## config.mk

```make
export PLATFORM = sky130hd
export DESIGN_NAME = pds_top
export DESIGN_NICKNAME = d
export VERILOG_FILES = /design/src/core/pds_pkg.sv /design/src/core/pds_sync.sv /design/src/core/pds_pin_drv.sv /design/src/core/pds_top.sv
export VERILOG_INCLUDE_DIRS = /design/src /design/src/core
export SDC_FILE = /design/constraint.sdc
export NUM_CORES = 1
export LEC_CHECK = 0
export ABC_AREA = 1
export BUFFER_PORTS_ARGS = -buffer_cell sky130_fd_sc_hd__buf_2
export CAP_MARGIN = 20
export CORE_AREA = 4 4 254 256
export CTS_BUF_LIST = sky130_fd_sc_hd__clkbuf_8
export CTS_CLUSTER_DIAMETER = 100
export DETAILED_ROUTE_END_ITERATION = 6
export DIE_AREA = 0 0 258 260
export PLACE_DENSITY = 0.45
export SYNTH_ARGS = -nofsm -noshare
export SYNTH_HDL_FRONTEND = slang
export SYNTH_SLANG_ARGS = --single-unit
```

## constraint.sdc

```tcl
create_clock -name i_sys_clk -period 5.4 [get_ports i_sys_clk]
set_clock_uncertainty 0.05 [all_clocks]
set_input_delay 0.27 -clock i_sys_clk [delete_from_list [all_inputs] [get_ports i_sys_clk]]
set_output_delay 0.27 -clock i_sys_clk [all_outputs]
set_load 0.01 [all_outputs]
```

## src/core/pds_defines.svh

```systemverilog
// Offsets, reset values and field constants of the port data slice
`ifndef PDS_DEFINES_SVH
`define PDS_DEFINES_SVH

`define PDS_NUM_PORTS      9
`define PDS_PORT_W         8
`define PDS_ADDR_W         12

`define PDS_A_IN           12'hfd2
`define PDS_A_OUT          12'hfd3
`define PDS_B_IN           12'hfd6
`define PDS_B_OUT          12'hfd7
`define PDS_C_IN           12'hfda
`define PDS_C_OUT          12'hfdb
`define PDS_D_IN           12'hfde
`define PDS_D_OUT          12'hfdf
`define PDS_E_IN           12'hfe2
`define PDS_E_OUT          12'hfe3
`define PDS_F_IN           12'hfe6
`define PDS_F_OUT          12'hfe7
`define PDS_G_IN           12'hfea
`define PDS_G_OUT          12'hfec
`define PDS_H_IN           12'hfee
`define PDS_H_OUT          12'hfef
`define PDS_J_IN           12'hfbe
`define PDS_J_OUT          12'hfbf

`define PDS_C_INDEX        12'hf80
`define PDS_C_CONTROL      12'hf81
`define PDS_SUB_SET_ONE    8'h07
`define PDS_SUB_SET_TWO    8'h08

`define PDS_DRIVE_RESET    8'h00
`define PDS_SET_RESET      8'h00
`define PDS_INDEX_RESET    8'h00
`define PDS_PORT_C         4'h2

`endif

```

## src/core/pds_pkg.sv

```systemverilog
// Types shared by the port data slice
package pds_pkg;

  typedef logic [8:0][7:0] pds_port_bus_t;

  typedef struct packed {
    logic [7:0] dir_out;
    logic [7:0] open_drain;
    logic [7:0] alt_en;
    logic [7:0] alt_val;
    logic [7:0] alt_oe;
  } pds_port_cfg_t;

  typedef pds_port_cfg_t [8:0] pds_cfg_bus_t;

  typedef logic [3:0][7:0] pds_alt_c_t;

  typedef struct packed {
    logic [7:0] pin_out;
    logic [7:0] pin_oe;
  } pds_drive_t;

endpackage

```

## src/core/pds_sync.sv

```systemverilog
// Two-stage synchroniser for asynchronous pin levels
module pds_sync
  import pds_pkg::*;
#(
  parameter int WIDTH = 8
)
(
  input  wire logic             i_sys_clk,
  input  wire logic             i_rstn,
  input  wire logic [WIDTH-1:0] i_async,
  output logic      [WIDTH-1:0] o_sync
);

  typedef struct packed {
    logic [WIDTH-1:0] stage1;
    logic [WIDTH-1:0] stage2;
  } pds_sync_state_t;

  pds_sync_state_t st_reg;
  pds_sync_state_t st_next;

  always_comb
  begin
    st_next        = st_reg;
    st_next.stage1 = i_async;
    st_next.stage2 = st_reg.stage1;
  end

  always_ff @(posedge i_sys_clk or negedge i_rstn)
  begin
    if (!i_rstn)
      st_reg <= '0;
    else
      st_reg <= st_next;
  end

  assign o_sync = st_reg.stage2;

endmodule

```

## src/core/pds_pin_drv.sv

```systemverilog
// Output driver of one eight-pin port
module pds_pin_drv
  import pds_pkg::*;
#(
  parameter bit PRESENT = 1'b1
)
(
  input  wire logic          i_sys_clk,
  input  wire logic          i_rstn,
  input  wire logic [7:0]    i_drive,
  input  wire pds_port_cfg_t i_cfg,
  output pds_drive_t         o_drv
);

  pds_drive_t st_reg;
  pds_drive_t st_next;

  always_comb
  begin
    st_next = '0;
    for (int b = 0; b < 8; b++)
    begin
      if (!PRESENT)
      begin
        st_next.pin_out[b] = 1'b0;
        st_next.pin_oe[b]  = 1'b0;
      end
      else if (i_cfg.alt_en[b])
      begin
        // Peripheral owns the pin; the drive register is ignored
        st_next.pin_out[b] = i_cfg.alt_val[b];
        st_next.pin_oe[b]  = i_cfg.alt_oe[b] &
                             !(i_cfg.open_drain[b] & i_cfg.alt_val[b]);
      end
      else if (i_cfg.dir_out[b])
      begin
        st_next.pin_out[b] = i_drive[b];
        // Open drain releases the pin instead of pulling it high
        st_next.pin_oe[b]  = !(i_cfg.open_drain[b] & i_drive[b]);
      end
      else
      begin
        st_next.pin_out[b] = i_drive[b];
        st_next.pin_oe[b]  = 1'b0;
      end
    end
  end

  always_ff @(posedge i_sys_clk or negedge i_rstn)
  begin
    if (!i_rstn)
      st_reg <= '0;
    else
      st_reg <= st_next;
  end

  assign o_drv = st_reg;

endmodule

```

## src/core/pds_top.sv

```systemverilog
// Port input sample, output drive and port C alternate set registers
`include "pds_defines.svh"

module pds_top
  import pds_pkg::*;
#(
  parameter logic [8:0] PORT_PRESENT = 9'h1ff
)
(
  input  wire logic              i_sys_clk,
  input  wire logic              i_rstn,
  input  wire logic [11:0]       i_addr,
  input  wire logic              i_wr,
  input  wire logic              i_rd,
  input  wire logic [7:0]        i_wdata,
  output logic      [7:0]        o_rdata,
  output logic                   o_rvalid,
  input  wire pds_port_bus_t     i_pin_in,
  input  wire pds_cfg_bus_t      i_cfg,
  input  wire pds_alt_c_t        i_alt_c_entry,
  output pds_port_bus_t          o_pin_out,
  output pds_port_bus_t          o_pin_oe,
  output logic      [7:0]        o_alt_c_set_one,
  output logic      [7:0]        o_alt_c_set_two
);

  // ****************************************************************
  // State
  // ****************************************************************
  typedef struct packed {
    pds_port_bus_t drive;
    logic [7:0]    sub_index;
    logic [7:0]    set_one;
    logic [7:0]    set_two;
    logic [7:0]    rdata;
    logic          rvalid;
  } pds_top_state_t;

  pds_top_state_t st_reg;
  pds_top_state_t st_next;
  pds_port_bus_t  pin_sync;
  pds_cfg_bus_t   cfg_eff;
  pds_drive_t     drv [9];

  // ****************************************************************
  // Address decode
  // ****************************************************************
  typedef struct packed {
    logic       hit;
    logic       is_out;
    logic [3:0] port;
  } pds_dec_t;

  function automatic pds_dec_t decode(input logic [11:0] a);
    pds_dec_t d;
    d = '0;
    d.hit = 1'b1;
    case (a)
      `PDS_A_IN:  d.port = 4'h0;
      `PDS_A_OUT: {d.is_out, d.port} = {1'b1, 4'h0};
      `PDS_B_IN:  d.port = 4'h1;
      `PDS_B_OUT: {d.is_out, d.port} = {1'b1, 4'h1};
      `PDS_C_IN:  d.port = 4'h2;
      `PDS_C_OUT: {d.is_out, d.port} = {1'b1, 4'h2};
      `PDS_D_IN:  d.port = 4'h3;
      `PDS_D_OUT: {d.is_out, d.port} = {1'b1, 4'h3};
      `PDS_E_IN:  d.port = 4'h4;
      `PDS_E_OUT: {d.is_out, d.port} = {1'b1, 4'h4};
      `PDS_F_IN:  d.port = 4'h5;
      `PDS_F_OUT: {d.is_out, d.port} = {1'b1, 4'h5};
      `PDS_G_IN:  d.port = 4'h6;
      `PDS_G_OUT: {d.is_out, d.port} = {1'b1, 4'h6};
      `PDS_H_IN:  d.port = 4'h7;
      `PDS_H_OUT: {d.is_out, d.port} = {1'b1, 4'h7};
      `PDS_J_IN:  d.port = 4'h8;
      `PDS_J_OUT: {d.is_out, d.port} = {1'b1, 4'h8};
      default:    d.hit = 1'b0;
    endcase
    return d;
  endfunction

  pds_dec_t dec;
  assign dec = decode(i_addr);

  logic wr_index;
  logic wr_ctl;
  logic rd_ctl;
  assign wr_index = i_wr && (i_addr == `PDS_C_INDEX);
  assign wr_ctl   = i_wr && (i_addr == `PDS_C_CONTROL);
  assign rd_ctl   = i_rd && (i_addr == `PDS_C_CONTROL);

  // ****************************************************************
  // Pin synchroniser
  // ****************************************************************
  // Pins change at any time; reading them raw could return a
  // metastable value to software
  pds_sync #(
    .WIDTH (72)
  ) u_pin_sync (
    .i_sys_clk (i_sys_clk),
    .i_rstn    (i_rstn),
    .i_async   (i_pin_in),
    .o_sync    (pin_sync)
  );

  // ****************************************************************
  // Register file
  // ****************************************************************
  always_comb
  begin
    st_next        = st_reg;
    st_next.rvalid = i_rd;
    st_next.rdata  = 8'h00;
    if (wr_index)
      st_next.sub_index = i_wdata;
    if (wr_ctl && st_reg.sub_index == `PDS_SUB_SET_TWO)
      st_next.set_two = i_wdata;
    if (wr_ctl && st_reg.sub_index == `PDS_SUB_SET_ONE)
      st_next.set_one = i_wdata;
    // Writes to sample addresses fall through untouched
    if (i_wr && dec.hit && dec.is_out)
      st_next.drive[dec.port] = i_wdata;
    if (i_rd)
    begin
      if (dec.hit && dec.is_out)
        st_next.rdata = st_reg.drive[dec.port];
      else if (dec.hit && PORT_PRESENT[dec.port])
        st_next.rdata = pin_sync[dec.port];
      else if (dec.hit)
        st_next.rdata = 8'h00;
      else if (i_addr == `PDS_C_INDEX)
        st_next.rdata = st_reg.sub_index;
      else if (rd_ctl && st_reg.sub_index == `PDS_SUB_SET_TWO)
        st_next.rdata = st_reg.set_two;
      else if (rd_ctl && st_reg.sub_index == `PDS_SUB_SET_ONE)
        st_next.rdata = st_reg.set_one;
      else
        st_next.rdata = 8'h00;
    end
  end

  always_ff @(posedge i_sys_clk or negedge i_rstn)
  begin
    if (!i_rstn)
    begin
      st_reg.drive     <= {9{`PDS_DRIVE_RESET}};
      st_reg.sub_index <= `PDS_INDEX_RESET;
      st_reg.set_one   <= `PDS_SET_RESET;
      st_reg.set_two   <= `PDS_SET_RESET;
      st_reg.rdata     <= 8'h00;
      st_reg.rvalid    <= 1'b0;
    end
    else
      st_reg <= st_next;
  end

  assign o_rdata         = st_reg.rdata;
  assign o_rvalid        = st_reg.rvalid;
  assign o_alt_c_set_one = st_reg.set_one;
  assign o_alt_c_set_two = st_reg.set_two;

  // ****************************************************************
  // Alternate selection and pin drivers
  // ****************************************************************
  always_comb
  begin
    cfg_eff = i_cfg;
    for (int b = 0; b < 8; b++)
      cfg_eff[2].alt_val[b] =
        i_alt_c_entry[{st_reg.set_two[b], st_reg.set_one[b]}][b];
  end

  for (genvar p = 0; p < 9; p++)
  begin : g_port
    pds_pin_drv #(
      .PRESENT (PORT_PRESENT[p])
    ) u_drv (
      .i_sys_clk (i_sys_clk),
      .i_rstn    (i_rstn),
      .i_drive   (st_reg.drive[p]),
      .i_cfg     (cfg_eff[p]),
      .o_drv     (drv[p])
    );
    assign o_pin_out[p] = drv[p].pin_out;
    assign o_pin_oe[p]  = drv[p].pin_oe;
  end

  // ****************************************************************
  // Assertions
  // ****************************************************************
  a_index_write:
  assert property (@(posedge i_sys_clk) disable iff (!i_rstn)
    wr_index |=> st_reg.sub_index == $past(i_wdata))
  else $error("Index register did not take written value");

  a_set_two_write:
  assert property (@(posedge i_sys_clk) disable iff (!i_rstn)
    wr_index && i_wdata == `PDS_SUB_SET_TWO ##1 !wr_index ##1 wr_ctl
    |=> o_alt_c_set_two == $past(i_wdata))
  else $error("Set two not written through index 08h");

  a_set_one_write:
  assert property (@(posedge i_sys_clk) disable iff (!i_rstn)
    wr_ctl && st_reg.sub_index == 8'h07
    |=> o_alt_c_set_one == $past(i_wdata) && $stable(o_alt_c_set_two))
  else $error("Set one write wrong or disturbed set two");

  a_sample_readonly:
  assert property (@(posedge i_sys_clk) disable iff (!i_rstn)
    i_wr && dec.hit && !dec.is_out |=> $stable(st_reg.drive))
  else $error("Write to sample address changed drive state");

  a_sample_read:
  assert property (@(posedge i_sys_clk) disable iff (!i_rstn)
    i_rd && i_addr == `PDS_A_IN && PORT_PRESENT[0]
    |=> o_rvalid && o_rdata == $past(pin_sync[0]))
  else $error("Port A sample read returned wrong level");

  a_absent_zero:
  assert property (@(posedge i_sys_clk) disable iff (!i_rstn)
    i_rd && dec.hit && !dec.is_out && !PORT_PRESENT[dec.port]
    |=> o_rdata == 8'h00)
  else $error("Absent port sample read not zero");

  a_sync_stages:
  assert property (@(posedge i_sys_clk) disable iff (!i_rstn)
    $past(i_rstn) && $past(i_rstn, 2) |-> pin_sync == $past(i_pin_in, 2))
  else $error("Pin sample not two stages behind pin");

  a_drive_write:
  assert property (@(posedge i_sys_clk) disable iff (!i_rstn)
    i_wr && i_addr == `PDS_G_OUT && PORT_PRESENT[6]
    |=> st_reg.drive[6] == $past(i_wdata) ##1
        o_pin_out[6][0] == ($past(i_cfg[6].alt_en[0]) ?
        $past(i_cfg[6].alt_val[0]) : st_reg.drive[6][0]))
  else $error("Port G drive register or pin mismatch");

  a_drive_level:
  assert property (@(posedge i_sys_clk) disable iff (!i_rstn)
    i_cfg[0].dir_out[0] && !i_cfg[0].alt_en[0] && !i_cfg[0].open_drain[0]
    && PORT_PRESENT[0]
    |=> o_pin_oe[0][0] && o_pin_out[0][0] == $past(st_reg.drive[0][0]))
  else $error("Output pin not driven to its drive bit");

  a_od_release:
  assert property (@(posedge i_sys_clk) disable iff (!i_rstn)
    i_cfg[1].dir_out[3] && !i_cfg[1].alt_en[3] && i_cfg[1].open_drain[3]
    && st_reg.drive[1][3]
    |=> !o_pin_oe[1][3])
  else $error("Open-drain pin driven high");

  a_input_quiet:
  assert property (@(posedge i_sys_clk) disable iff (!i_rstn)
    !i_cfg[3].dir_out[5] && !i_cfg[3].alt_en[5] |=> !o_pin_oe[3][5])
  else $error("Input pin driven");

  a_alt_gate:
  assert property (@(posedge i_sys_clk) disable iff (!i_rstn)
    i_cfg[2].alt_en[4] && PORT_PRESENT[2] && i_cfg[2].alt_oe[4]
    && !i_cfg[2].open_drain[4]
    |=> o_pin_oe[2][4] && o_pin_out[2][4] == $past(cfg_eff[2].alt_val[4]))
  else $error("Alternate function not routed to port C pin");

  a_read_valid:
  assert property (@(posedge i_sys_clk) disable iff (!i_rstn)
    i_rd |=> o_rvalid)
  else $error("Read not answered with valid flag");

  a_rdata_idle:
  assert property (@(posedge i_sys_clk) disable iff (!i_rstn)
    !i_rd |=> !o_rvalid && o_rdata == 8'h00)
  else $error("Read data or valid flag stood too long");

  a_set_two_read:
  assert property (@(posedge i_sys_clk) disable iff (!i_rstn)
    rd_ctl && st_reg.sub_index == `PDS_SUB_SET_TWO
    |=> o_rdata == $past(o_alt_c_set_two))
  else $error("Set two read through control returned wrong value");

  a_drive_read:
  assert property (@(posedge i_sys_clk) disable iff (!i_rstn)
    i_rd && dec.hit && dec.is_out
    |=> o_rdata == $past(st_reg.drive[dec.port]))
  else $error("Drive register read returned wrong value");

  a_index_hold:
  assert property (@(posedge i_sys_clk) disable iff (!i_rstn)
    wr_index
    |=> $stable(o_alt_c_set_one) && $stable(o_alt_c_set_two))
  else $error("Index write disturbed a set register");

  a_ctl_other_wr:
  assert property (@(posedge i_sys_clk) disable iff (!i_rstn)
    wr_ctl && st_reg.sub_index != `PDS_SUB_SET_ONE
    && st_reg.sub_index != `PDS_SUB_SET_TWO
    |=> $stable(o_alt_c_set_one) && $stable(o_alt_c_set_two))
  else $error("Control write with other index changed a set");

  a_ctl_other_rd:
  assert property (@(posedge i_sys_clk) disable iff (!i_rstn)
    rd_ctl && st_reg.sub_index != `PDS_SUB_SET_ONE
    && st_reg.sub_index != `PDS_SUB_SET_TWO
    |=> o_rdata == 8'h00)
  else $error("Control read with other index not zero");

  a_unmapped_wr:
  assert property (@(posedge i_sys_clk) disable iff (!i_rstn)
    i_wr && !dec.hit && !wr_index && !wr_ctl
    |=> $stable(st_reg.drive) && $stable(st_reg.sub_index)
        && $stable(o_alt_c_set_one) && $stable(o_alt_c_set_two))
  else $error("Unmapped write changed register state");

  a_alt_select:
  assert property (@(posedge i_sys_clk) disable iff (!i_rstn)
    i_cfg[2].alt_en[7] && PORT_PRESENT[2]
    |=> o_pin_out[2][7] == $past(i_alt_c_entry[{o_alt_c_set_two[7],
        o_alt_c_set_one[7]}][7]))
  else $error("Port C pin 7 carries wrong alternate entry");

  a_od_low:
  assert property (@(posedge i_sys_clk) disable iff (!i_rstn)
    i_cfg[4].dir_out[1] && !i_cfg[4].alt_en[1] && i_cfg[4].open_drain[1]
    && !st_reg.drive[4][1] && PORT_PRESENT[4]
    |=> o_pin_oe[4][1] && !o_pin_out[4][1])
  else $error("Open-drain pin not pulled low for cleared bit");

  for (genvar q = 0; q < 9; q++)
  begin : g_absent_chk
    a_absent_quiet:
    assert property (@(posedge i_sys_clk) disable iff (!i_rstn)
      !PORT_PRESENT[q] |-> o_pin_oe[q] == 8'h00)
    else $error("Absent port drives a pin");
  end

endmodule

```

# After elaboration in Yosys (flattened, before gate mapping)
# Memory sizes are Yosys's and may differ from the RTL's.
# Index checks and enable logic that the tools add are counted.
# W data, S select, Z words.
dict set report op_classes {
  bitwise_logic 216
  addsub 0
  n_lt_le_gt_ge 10
  n_mul 0
  n_mux 250
  n_eq_ne 22
  shift 0
  div 0
  n_reduce_logical 166
}
# operator count
set ops {}
lappend ops {{$eq A12 B12 Y1 const B} 20}
lappend ops {{$mux W1} 220}
lappend ops {{$and A1 B1 Y1} 216}
lappend ops {{$logic_not A1 Y1} 144}
lappend ops {{$bmux W8 S2} 8}
lappend ops {{$mux W8} 11}
lappend ops {{$bwmux W72} 1}
lappend ops {{$bmux W8 S4} 2}
lappend ops {{$demux W8 S4} 1}
lappend ops {{$pmux W4 S8} 1}
lappend ops {{$lt A2 B3 Y1 const B} 8}
lappend ops {{$reduce_or A18 Y1} 1}
lappend ops {{$reduce_or A2 Y1} 8}
lappend ops {{$logic_and A1 B1 Y1} 12}
lappend ops {{$reduce_or A9 Y1} 1}
lappend ops {{$eq A8 B3 Y1 const B} 1}
lappend ops {{$eq A8 B4 Y1 const B} 1}
lappend ops {{$mux W7} 1}
lappend ops {{$mux W6} 1}
lappend ops {{$lt A4 B5 Y1 const B} 1}
lappend ops {{$mux W5} 1}
lappend ops {{$ge A4 B1 Y1 const B} 1}
lappend ops {{$mux W4} 1}
lappend ops {{$mux W3} 1}
lappend ops {{$mux W2} 1}
dict set report totals {
  n_memories 1
  inputBits 488
  ram_bits 0
  latchBits 0
  output_inout_bits 169
  rom_bits 16
  reg_bits 393
}
# name words width read_ports rd_ports_with_merged_regs wr line_no
set memory_table {}
lappend memory_table {{(name not given)} 16 1 1 0 0 pds_top.sv:127} ;# else if (dec.hit && PORT_PRESENT[dec.port])

# Longest topological paths before layout
# Gate-level depths: netlist of the first run.
dict set report logic_depth {
  ltp_word 10
  ltp_mapped 17
  depth_no_buf 16
}

# Hierarchy
# A second synthesis of the first run with hierarchy kept.
dict set report hier_totals {
  hier_cells 2078
  area_unflattened_um2 17111.4
}
# module seq_area_each_um2 cells_per_inst area_each_um2 instances
set by_module_without_submodules {}
lappend by_module_without_submodules {pds_top 2627.5 998 6841.6 1}
lappend by_module_without_submodules {pds_pin_drv 400.4 104 740.7 9}
lappend by_module_without_submodules {pds_sync 3603.5 144 3603.5 1}

# Worst setup path after synthesis of the first run
# OpenSTA, ideal clock, no wires.
dict set report synth_timing {
  path_kind {input -> register}
  startpoint {input port i_addr[10]}
  endpoint {register st_reg, in the netlist o_rdata[1]}
  required_time_ns 5.210
  t_arrival_ns 1.762
  path_slack_ns 3.448
  cell_stages 14
  cell_sequence {nand2_1 inv_2 nand2_2 nor2_2 nand2_1 nand4_4 nor2_2 buf_2 buf_4 nand2_1 nand3_1 nand2_1 nand2_1 a21oi_1}
}
# element line_no
set synth_lines {}
lappend synth_lines {{start, declared} pds_top.sv:12} ;# input wire logic [11:0] i_addr,
lappend synth_lines {{end signal, assigned} pds_top.sv:154} ;# st_reg <= st_next;
lappend synth_lines {{end, declared} pds_top.sv:39} ;# pds_top_state_t st_reg;

# Worst setup path in the final report of the first run
dict set report layout_timing {
  startpoint {input port i_addr[10]}
  endpoint {register st_reg[49] (netlist bit)}
}
dict set report layout_via {
  elab_chain_cells 8
  word_cells_on_any_way 39
  classes_between {order compare (2); eq/ne (18); mux (6); reduce/logical (13)}
}
# element line_no
set layout_lines {}
lappend layout_lines {{$eq A12 B12 Y1} pds_top.sv:58} ;# case (a)
lappend layout_lines {{$reduce_or A2 Y1 (no source line)} n/a}
lappend layout_lines {{$pmux W4 S8} pds_top.sv:58}
lappend layout_lines {{$lt A4 B5 Y1 (not written as such) / $ge A4 B1 Y1 (equally long branches)} pds_top.sv:122} ;# st_next.drive[dec.port] = i_wdata;
lappend layout_lines {{$logic_and A1 B1 Y1 (not written as such)} pds_top.sv:122}
lappend layout_lines {{$mux W8 (not written as such)} pds_top.sv:122}
lappend layout_lines {{$demux W8 S4} pds_top.sv:122}
lappend layout_lines {{$bwmux W72} pds_top.sv:122}
# Several ways; a longest one is shown, not always the timed one.
# A chain may end at the register's enable or synchronous reset.

==> impl_metrics.json, run 1 <==
{
  "hold_start": "i_wdata[4]",
  "clk_latency_ns": 0.66,
  "syn_inst": 1872,
  "syn-num-nets": 2360,
  "crit_chain": "buf_2 > nand2_1 > inv_2 > nand2_2 > nor2_2 > nand2_1 > nand4_4 > nor2_2 > nand3_4 > nand2_1 > o21ai_1",
  "hold_viol_final": 0,
  "setup_viol": 0,
  "placed_area_um2": 20500,
  "fin_crit_sh": 0.461,
  "drtIter0Drc": 917,
  "p_int_mw": 5.31,
  "gp_congestion": 0.894,
  "io_buffers": 648,
  "r2r-start": "o_alt_c_set_one[1]$_DFFE_PN0P_",
  "drive_gt1_frac": 0.271,
  "grt_pass1_wl_um": 109000,
  "max-clock-path-buffers": 3,
  "die_h_um": 260,
  "vias_per_cell": 4.41,
  "drt-total-wl_um": 74000,
  "synth_edf_count": 0,
  "end_kind": "flop",
  "cts.sinks": 393,
  "cp.required_ns": 5.84,
  "tightest_slew_ns": 1.08,
  "fill_cells": 6370,
  "fmax_ghz": 0.402,
  "final_nets": 3418,
  "synth-seq-cells": 393,
  "ant_nets": 0,
  "cpMaxStageDelayCell": "nor2_2",
  "cp_data_arrival_time_ns": 2.93,
  "crit_fanout": 23,
  "worstSetupPathType": "primary input to flop",
  "rsz0062_at_grt": "false",
  "yosys-top-cells-area": "dfrtp_1 59%, nand2_1 16%, o21ai_0 5.1%",
  "cts_tree": "built",
  "hpwl_um": 55600,
  "critical_path.most_common_cell": "nand2_1",
  "synth_top_area_cell": "dfrtp_1",
  "die_w_um": 258,
  "final_cell_area_um2": 26200,
  "syn_area_per_cell_um2": 8.86,
  "p_seq_frac": 0.437,
  "p_sw_frac": 0.254,
  "cts-root-buf": "clkbuf_8",
  "ff_latch_area_um2": 9830,
  "synth_ff_type": "dfrtp_1",
  "powerDensity_nw_per_um2": 272,
  "grt_max_degree": 124,
  "areaGrowthSynthToFinish_pct": 58.1,
  "wire_per_inst_um": 19.2,
  "cts_made_buffers": 76,
  "min_period_ns": 2.49,
  "largest_reg_flops": 144,
  "overflow": 0,
  "grt_antenna_before_repair": 21,
  "peakVddDrop_uv": 175,
  "clk_pin_slew_worst_paths_ns": 0.06,
  "track_usage": 0.216,
  "pwr-share-comb": 0.122,
  "synthArstFlopShare": 1.00,
  "die-area_um2": 67100,
  "critPathMaxStageDelay_ns": 1.00,
  "initial_core_util": 0.265,
  "final_max_slew_viol_count": 0,
  "critPathLaunch": "i_addr[10]",
  "maxCapViolCount": 0,
  "final_common_cell": "nand2_1",
  "core_um2": 62500,
  "fin_tns_setup_ns": 0,
  "synth_top_area_frac": 0.593,
  "ys_warn_count": 0,
  "status": "completed",
  "switchingPower_mw": 1.81,
  "syn-cell-area_um2": 16600,
  "via_count": 16900,
  "ys_types": 39,
  "relSlewSlack": 0.277,
  "ys_seq_area_frac": 0.593,
  "multi_input_area_um2": 5690,
  "start_kind": "primary input",
  "rows": 92,
  "cts_resized": 0,
  "hold_class": "primary input to flop",
  "leakage_nw": 13.1,
  "num_io_pins": 657,
  "pwr-share-clk": 0.441,
  "final_cell_mix": "708 x nand2_1, 648 x buf_2, 401 x dlygate4sd3_1",
  "cts_max_level": 3,
  "drc": 0,
  "first_global_vias": 18000,
  "dr.pass1.iters": 5
}
[metal layers]
metal / wire length (um) / up-vias / GRT usage
li1: - / 8172 / -
met1: 28800 / 8032 / 0.246
met2: 37500 / 579 / 0.388
met3: 4540 / 160 / 0.0539
met4: 3080 / 2 / 0.0903
met5: 13 / - / 0
[cells in the mapped netlist (2+ instances only)]
library cell    n
o21ai_0       168
o211ai_1        7
nor2_1         24
o21ai_1        92
buf_4          27
nor2_2          4
nand3_1       113
inv_2          11
a21boi_0        4
nor2_4          2
a21oi_1        19
a31oi_1         8
buf_2          14
nand2_2         2
buf_1           2
nor3_1          3
nand4_1        29
inv_1         146
nand3b_1       24
clkbuf_1       28
dfrtp_1       393
o22ai_1         8
buf_6           9
nand2_1       709
nand3_4         9
nor4_1          4
[final timing paths]
check                                                           end  slack, ns  cells past startpoint
worst max-delay path                         st_reg[49]$_DFFE_PN0P_       2.91                     11
max in group asynchronous       g_port[2].u_drv.o_drv[12]$_DFF_PN0_       3.84                      3
worst min register to register      u_pin_sync.o_sync[33]$_DFF_PN0_       0.29                      0
min in group asynchronous          u_pin_sync.st_next[48]$_DFF_PN0_       0.20                      2
worst min-delay path                         st_reg[61]$_DFFE_PN0P_       0.16                      3
worst max register to register   g_port[2].u_drv.o_drv[9]$_DFF_PN0_       3.22                      5
[repair_timing]
action                     in CTS  in global routing
hold endpoints to repair      331                  0
buffers inserted                0                  0
setup endpoints to repair       0                  0
hold buffers                  401                  0
[power groups by stage]
stage          Combinational [mW]  Clock, mW  Sequential (mW)
6_report                    0.867       3.14             3.11
5_1_grt                     0.954       3.40             3.12
4_1_cts                     0.872       3.26             3.11
3_5_place_dp                0.619          0             3.17
3_3_place_gp                0.616          0             3.16
2_1_floorplan               0.141          0             3.20
[critical path, delay by kind of cell]
kind	cells	cell delay [ns]
buffers and inverters	2	0.13
AO/OA/AOI/OAI	1	0.07
AND/OR/NAND/NOR	8	2.45
[stage by stage]
| step | instances | util | worst slack, ns | total power, mW | hold WS [ns] |
|---|---|---|---|---|---|
| 3_5_place_dp | 3295 | 0.328 | 2.24 | 3.78 | 0.285 |
| 5_1_grt | 3846 | 0.419 | 2.69 | 7.48 | 0.134 |
| 3_3_place_gp | 3295 | 0.328 | 2.25 | 3.78 | 0.285 |
| 4_1_cts | 3829 | 0.419 | 2.95 | 7.25 | 0.118 |
| 2_1_floorplan | 1872 | - | 3.45 | 3.34 | -0.0756 |
| 6_report | 3846 | 0.419 | 2.91 | 7.12 | 0.162 |
[cell families (layout without fill, tap and decap cells)]
family,after synthesis,count (layout),synth area share
DFF,393,393,0.593
and+or+nand+nor,931,931,0.243
buffers and inverters,238,1351,0.0651
AOI/OAI and AO/OA,310,310,0.0982
other,0,15,0
[area by class of cell]
type,instances,share of cell area
diodes,15,0.00143
clock buffers,94,0.0494
clock inverters,39,0.0124
inverters,158,0.0226
multi-input cells,1241,0.217
flip-flops and latches,393,0.375
well taps,846,0.0404
repair buffers,1060,0.281
Power figures use the tool's default switching activity.
==> run 2: changes to the inputs <==
Settings changed: ABC_AREA 1 to 0, CORE_AREA 4 4 254 256 to 4 4 257 259, DIE_AREA 0 0 258 260 to 0 0 261 263, PLACE_DENSITY 0.45 to 0.43.
Clock period 5.4 ns to 2.4 ns, I/O delays scaled along.
==> impl_metrics.json, run 2 <==
{
  "die_h_um": 263,
  "synthMostInstantiatedCell": "dfrtp_1",
  "maxCapViolCount": 0,
  "p_int_mw": 11.9,
  "overflow": 0,
  "cp.required_ns": 2.88,
  "syn_inst": 1276,
  "cp_top_family": "simple AND/OR/NAND/NOR gates",
  "die-area_um2": 68600,
  "critPathLaunch": "st_reg[31]$_DFFE_PN0P_",
  "rsz0062_at_grt": "false",
  "ys_seq_area_frac": 0.618,
  "ff_latch_area_um2": 9830,
  "fin_hold_ws_ns": 0.0705,
  "ys_warn_count": 0,
  "placedCellCount": 2760,
  "rows": 93,
  "largest_reg_flops": 144,
  "hpwl_um": 51300,
  "ys_types": 74,
  "start_kind": "flop",
  "drive_gt1_frac": 0.428,
  "synth_top_area_cell": "dfrtp_1",
  "worst-path-buf-inv": 1,
  "vias_per_cell": 4.36,
  "fin_ws_ns": 0.151,
  "multi_input_area_um2": 5740,
  "areaGrowthSynthToFinish_pct": 59.3,
  "fin_util": 0.397,
  "cts_max_level": 3,
  "fmax_ghz": 0.445,
  "crit_chain": "nor4_2 > nand2_1 > nor2_1 > buf_4 > a22o_1 > a221oi_1 > or3_1 > o31ai_1",
  "initial_core_util": 0.249,
  "cp_data_arrival_time_ns": 2.73,
  "core_um2": 63900,
  "die_w_um": 261,
  "via_count": 14100,
  "grt_antenna_before_repair": 15,
  "gp_congestion": 0.865,
  "pwr-share-clk": 0.437,
  "end_kind": "flop",
  "synth_edf_count": 0,
  "dr.pass1.iters": 7,
  "ant_nets": 0,
  "first_global_vias": 15200,
  "synth_top_area_frac": 0.618,
  "leakage_nw": 12.6,
  "clk_pin_slew_worst_paths_ns": 0.06,
  "pre_cts_ws_ns": 0.00368,
  "final_nets": 2815,
  "synth-seq-cells": 393,
  "drt-total-wl_um": 65700,
  "track_usage": 0.186,
  "powerDensity_nw_per_um2": 621,
  "grt_pass1_wl_um": 96200,
  "status": "completed",
  "synth_ff_type": "dfrtp_1",
  "cts.sinks": 393,
  "synthArstFlopShare": 1.00,
  "syn-cell-area_um2": 15900,
  "fin_tns_setup_ns": 0,
  "p_sw_frac": 0.246,
  "wire_per_inst_um": 20.3,
  "critPathMaxStageDelay_ns": 0.44,
  "min_period_ns": 2.25,
  "cts_made_buffers": 76,
  "final_cell_mix": "647 x buf_2, 393 x dfrtp_1, 343 x dlygate4sd3_1",
  "setup_viol": 0,
  "syn_area_per_cell_um2": 12.5,
  "io_buffers": 648,
  "hold_viol_final": 0,
  "num_io_pins": 657,
  "drtIter0Drc": 822,
  "peakVddDrop_uv": 361,
  "placed_area_um2": 20300,
  "final_common_cell": "buf_2",
  "hold_start": "i_pin_in[25]",
  "synthTopCellsByCount": "393 x dfrtp_1, 260 x nand2_1, 139 x mux2_2, 87 x nand3_1, 81 x o21ai_0",
  "fin_crit_sh": 0.937,
  "r2r-start": "st_reg[31]$_DFFE_PN0P_",
  "grt_max_degree": 57,
  "fill_cells": 6194,
  "p_seq_frac": 0.445,
  "drc": 0,
  "syn-num-nets": 1764,
  "switchingPower_mw": 3.86,
  "cts-root-buf": "clkbuf_8",
  "relSlewSlack": 0.477,
  "crit_fanout": 8,
  "fin_cells": 3243,
  "cts_tree": "built",
  "final_max_slew_viol_count": 0,
  "cts_setup_buffers": 0,
  "max-clock-path-buffers": 3,
  "finalPower_mw": 15.7,
  "tightest_slew_ns": 0.785,
  "hold_class": "primary input to flop",
  "cpMaxStageDelayCell": "or3_1",
  "clk_latency_ns": 0.65,
  "yosys-top-cells-area": "dfrtp_1 62%, mux2_2 9.8%, nand2_1 6.1%",
  "pwr-share-comb": 0.117,
  "final_cell_area_um2": 25400,
  "worstSetupPathType": "flop to flop"
}
==> run 2: changes by cell type in the layout (fill, tap and decap cells not counted), moves of 32 or more <==
cell           before  now
inv_1             166   25
nand2_1           708  260
mux2_4              0   32
o21ai_0           168   81
mux2_2              0  139
o21ai_1            90    1
dlygate4sd3_1     401  343
==> run 2: logic make-up after synthesis <==
group,synth area share
simple gates,0.130
flops,0.618
compound gates,0.0809
mux,0.148
buf+inv,0.0216
xor+xnor,0.00157
==> run 2: final timing paths <==
check / endpoint / slack (ns) / cells after the start
worst max-delay path: o_rdata[4]$_DFF_PN0_ / 0.15 / 8
worst min-delay path: u_pin_sync.st_next[25]$_DFF_PN0_ / 0.07 / 2
worst max register to register: o_rdata[4]$_DFF_PN0_ / 0.15 / 8
worst min register to register: u_pin_sync.o_sync[67]$_DFF_PN0_ / 0.27 / 0
max in group asynchronous: g_port[0].u_drv.o_drv[3]$_DFF_PN0_ / 1.24 / 4
min in group asynchronous: u_pin_sync.o_sync[43]$_DFF_PN0_ / 0.45 / 3
==> run 2: power groups by stage <==
stage	logic [mW]	clock network (mW)	registers, mW
2_1_floorplan	0.322	0	7.19
3_3_place_gp	1.35	0	7.12
3_5_place_dp	1.36	0	7.12
4_1_cts	1.86	7.16	7.01
5_1_grt	2.02	7.48	7.03
6_report	1.85	6.88	7.01
==> run 2: what timing repair did <==
action | CTS | global route
setup endpoints to repair | 0 | 1
endpoints found under the hold margin | 714 | 0
gates resized for setup | 0 | 1
hold buffers | 344 | 0
==> run 2: final cells by class <==
type                    instances  share of cell area
clock buffers                  93              0.0505
diodes                          8            0.000790
repair buffers               1029               0.280
clock inverters                38              0.0119
inverters                       4            0.000592
well taps                     855              0.0422
multi-input cells             823               0.226
flip-flops and latches        393               0.388
==> run 2: layer usage <==
metal  global-route usage  share of wire
met5                    0         0.0012
met4               0.0618          0.027
met3               0.0481          0.066
met2                0.321           0.49
met1                0.227           0.41
==> run 3: changes to the inputs <==
Settings changed: CORE_AREA 4 4 257 259 to 4 4 250 252, DIE_AREA 0 0 261 263 to 0 0 254 256, PLACE_DENSITY 0.43 to 0.45.
Clock period 2.4 ns to 2.85 ns, I/O delays scaled along.
==> impl_metrics.json, run 3 (synthesized netlist as in run 2, its figures left out) <==
{
  "fin_util": 0.412,
  "vias_per_cell": 4.50,
  "critical_path.most_common_cell": "dlygate4sd3_1",
  "grt_max_degree": 89,
  "worst-path-buf-inv": 2,
  "cts-root-buf": "clkbuf_8",
  "cp_data_arrival_time_ns": 3.07,
  "gp_congestion": 0.860,
  "r2r_setup_slack_ns": 0.31,
  "final_common_cell": "buf_2",
  "cts_made_buffers": 75,
  "grt-busiest-layer": "met2",
  "die-area_um2": 65000,
  "core_um2": 60100,
  "relSlewSlack": 0.437,
  "grtUsageMet1": 0.233,
  "cts_setup_buffers": 0,
  "pwr-share-clk": 0.420,
  "drtIter0Drc": 910,
  "tightest_slew_ns": 0.844,
  "rows": 90,
  "fmax_ghz": 0.393,
  "powerDensity_nw_per_um2": 518,
  "placed_area_um2": 20000,
  "fin_tns_setup_ns": 0,
  "worstSetupPathType": "flop to flop",
  "io_buffers": 648,
  "crit_fanout": 4,
  "start_kind": "flop",
  "largest_reg_flops": 144,
  "critPathMaxStageDelay_ns": 0.59,
  "p_int_mw": 9.63,
  "placedCellCount": 2670,
  "via_count": 14100,
  "rsz0062_at_grt": "false",
  "grtUsageMet2": 0.332,
  "wire_per_inst_um": 20.8,
  "die_w_um": 254,
  "peakVddDrop_uv": 374,
  "cp_top_family": "buffers and inverters",
  "first_global_vias": 15100,
  "drc": 0,
  "die_h_um": 256,
  "grt_antenna_before_repair": 13,
  "initial_core_util": 0.265,
  "fin_cells": 3127,
  "cts_max_level": 3,
  "ctsHoldBuffers": 325,
  "drt-total-wl_um": 65200,
  "status": "completed",
  "leakage_nw": 12.3,
  "end_kind": "flop",
  "clk_pin_slew_worst_paths_ns": 0.06,
  "overflow": 0,
  "cp.required_ns": 3.37,
  "hold_viol_final": 0,
  "hpwl_um": 50300,
  "num_io_pins": 657,
  "fin_crit_sh": 0.892,
  "final_cell_area_um2": 24800,
  "min_period_ns": 2.54,
  "ant_nets": 0,
  "cts_tree": "built",
  "track_usage": 0.194,
  "met3_usage": 0.0532,
  "p_sw_frac": 0.248,
  "areaGrowthSynthToFinish_pct": 55.6,
  "hold_class": "primary input to flop",
  "grt_pass1_wl_um": 94700,
  "final_nets": 2778,
  "cts.sinks": 393,
  "crit_chain": "mux4_2 > nand2_1 > nand3_1 > dlygate4sd3_1 > o21ai_0 > dlygate4sd3_1",
  "cts_resized": 0,
  "pwr-share-comb": 0.119,
  "maxCapViolCount": 0,
  "cpMaxStageDelayCell": "dlygate4sd3_1",
  "switchingPower_mw": 3.19,
  "setup_viol": 0,
  "final_max_slew_viol_count": 0,
  "clk_latency_ns": 0.64,
  "dr.pass1.iters": 5,
  "max-clock-path-buffers": 3,
  "finalPower_mw": 12.8,
  "final_cell_mix": "647 x buf_2, 393 x dfrtp_1, 324 x dlygate4sd3_1",
  "drive_gt1_frac": 0.426,
  "p_seq_frac": 0.461
}
[run 3: final timing paths]
kind / depth (start not counted) / to / startpoint
worst max-delay path: 6 / g_port[2].u_drv.o_drv[6]$_DFF_PN0_ / o_alt_c_set_one[6]$_DFFE_PN0P_
worst max register to register: 6 / g_port[2].u_drv.o_drv[6]$_DFF_PN0_ / o_alt_c_set_one[6]$_DFFE_PN0P_
worst min-delay path: 2 / u_pin_sync.st_next[61]$_DFF_PN0_ / i_pin_in[61]
worst min register to register: 0 / u_pin_sync.o_sync[36]$_DFF_PN0_ / u_pin_sync.st_next[36]$_DFF_PN0_
min in group asynchronous: 3 / u_pin_sync.o_sync[14]$_DFF_PN0_ / i_rstn
max in group asynchronous: 3 / u_pin_sync.st_next[21]$_DFF_PN0_ / i_rstn
[run 3: final cells by class]
class                   instances  area (um2)
well taps                     782         978
fillers                      5812       35400
flip-flops and latches        393        9830
clock buffers                  95        1310
repair buffers                993        6720
multi-input cells             823        5740
inverters                       4        15.0
clock inverters                33         156
diodes                          4        10.0
[run 3: metal layers]
layer	wire length (um)	part of all wire
met5	93	0.0014
met4	2340	0.036
met3	4910	0.075
met2	32100	0.49
met1	25700	0.39
[run 3: per-stage QoR]
step | hold slack, ns | worst slack, ns
2_1_floorplan | -0.203 | 0.811
3_3_place_gp | 0.0979 | 0.275
3_5_place_dp | 0.100 | 0.230
4_1_cts | 0.0224 | 0.295
5_1_grt | 0.0428 | 0.161
6_report | 0.100 | 0.306
[run 3: power by group through the flow]
stage | clock network (mW) | logic [mW] | registers [mW]
after floorplan | 0 | 0.271 | 6.05
after global placement | 0 | 1.12 | 6.00
after detailed placement | 0 | 1.13 | 6.00
after CTS | 5.64 | 1.53 | 5.90
after global routing | 5.91 | 1.66 | 5.92
final | 5.39 | 1.53 | 5.90
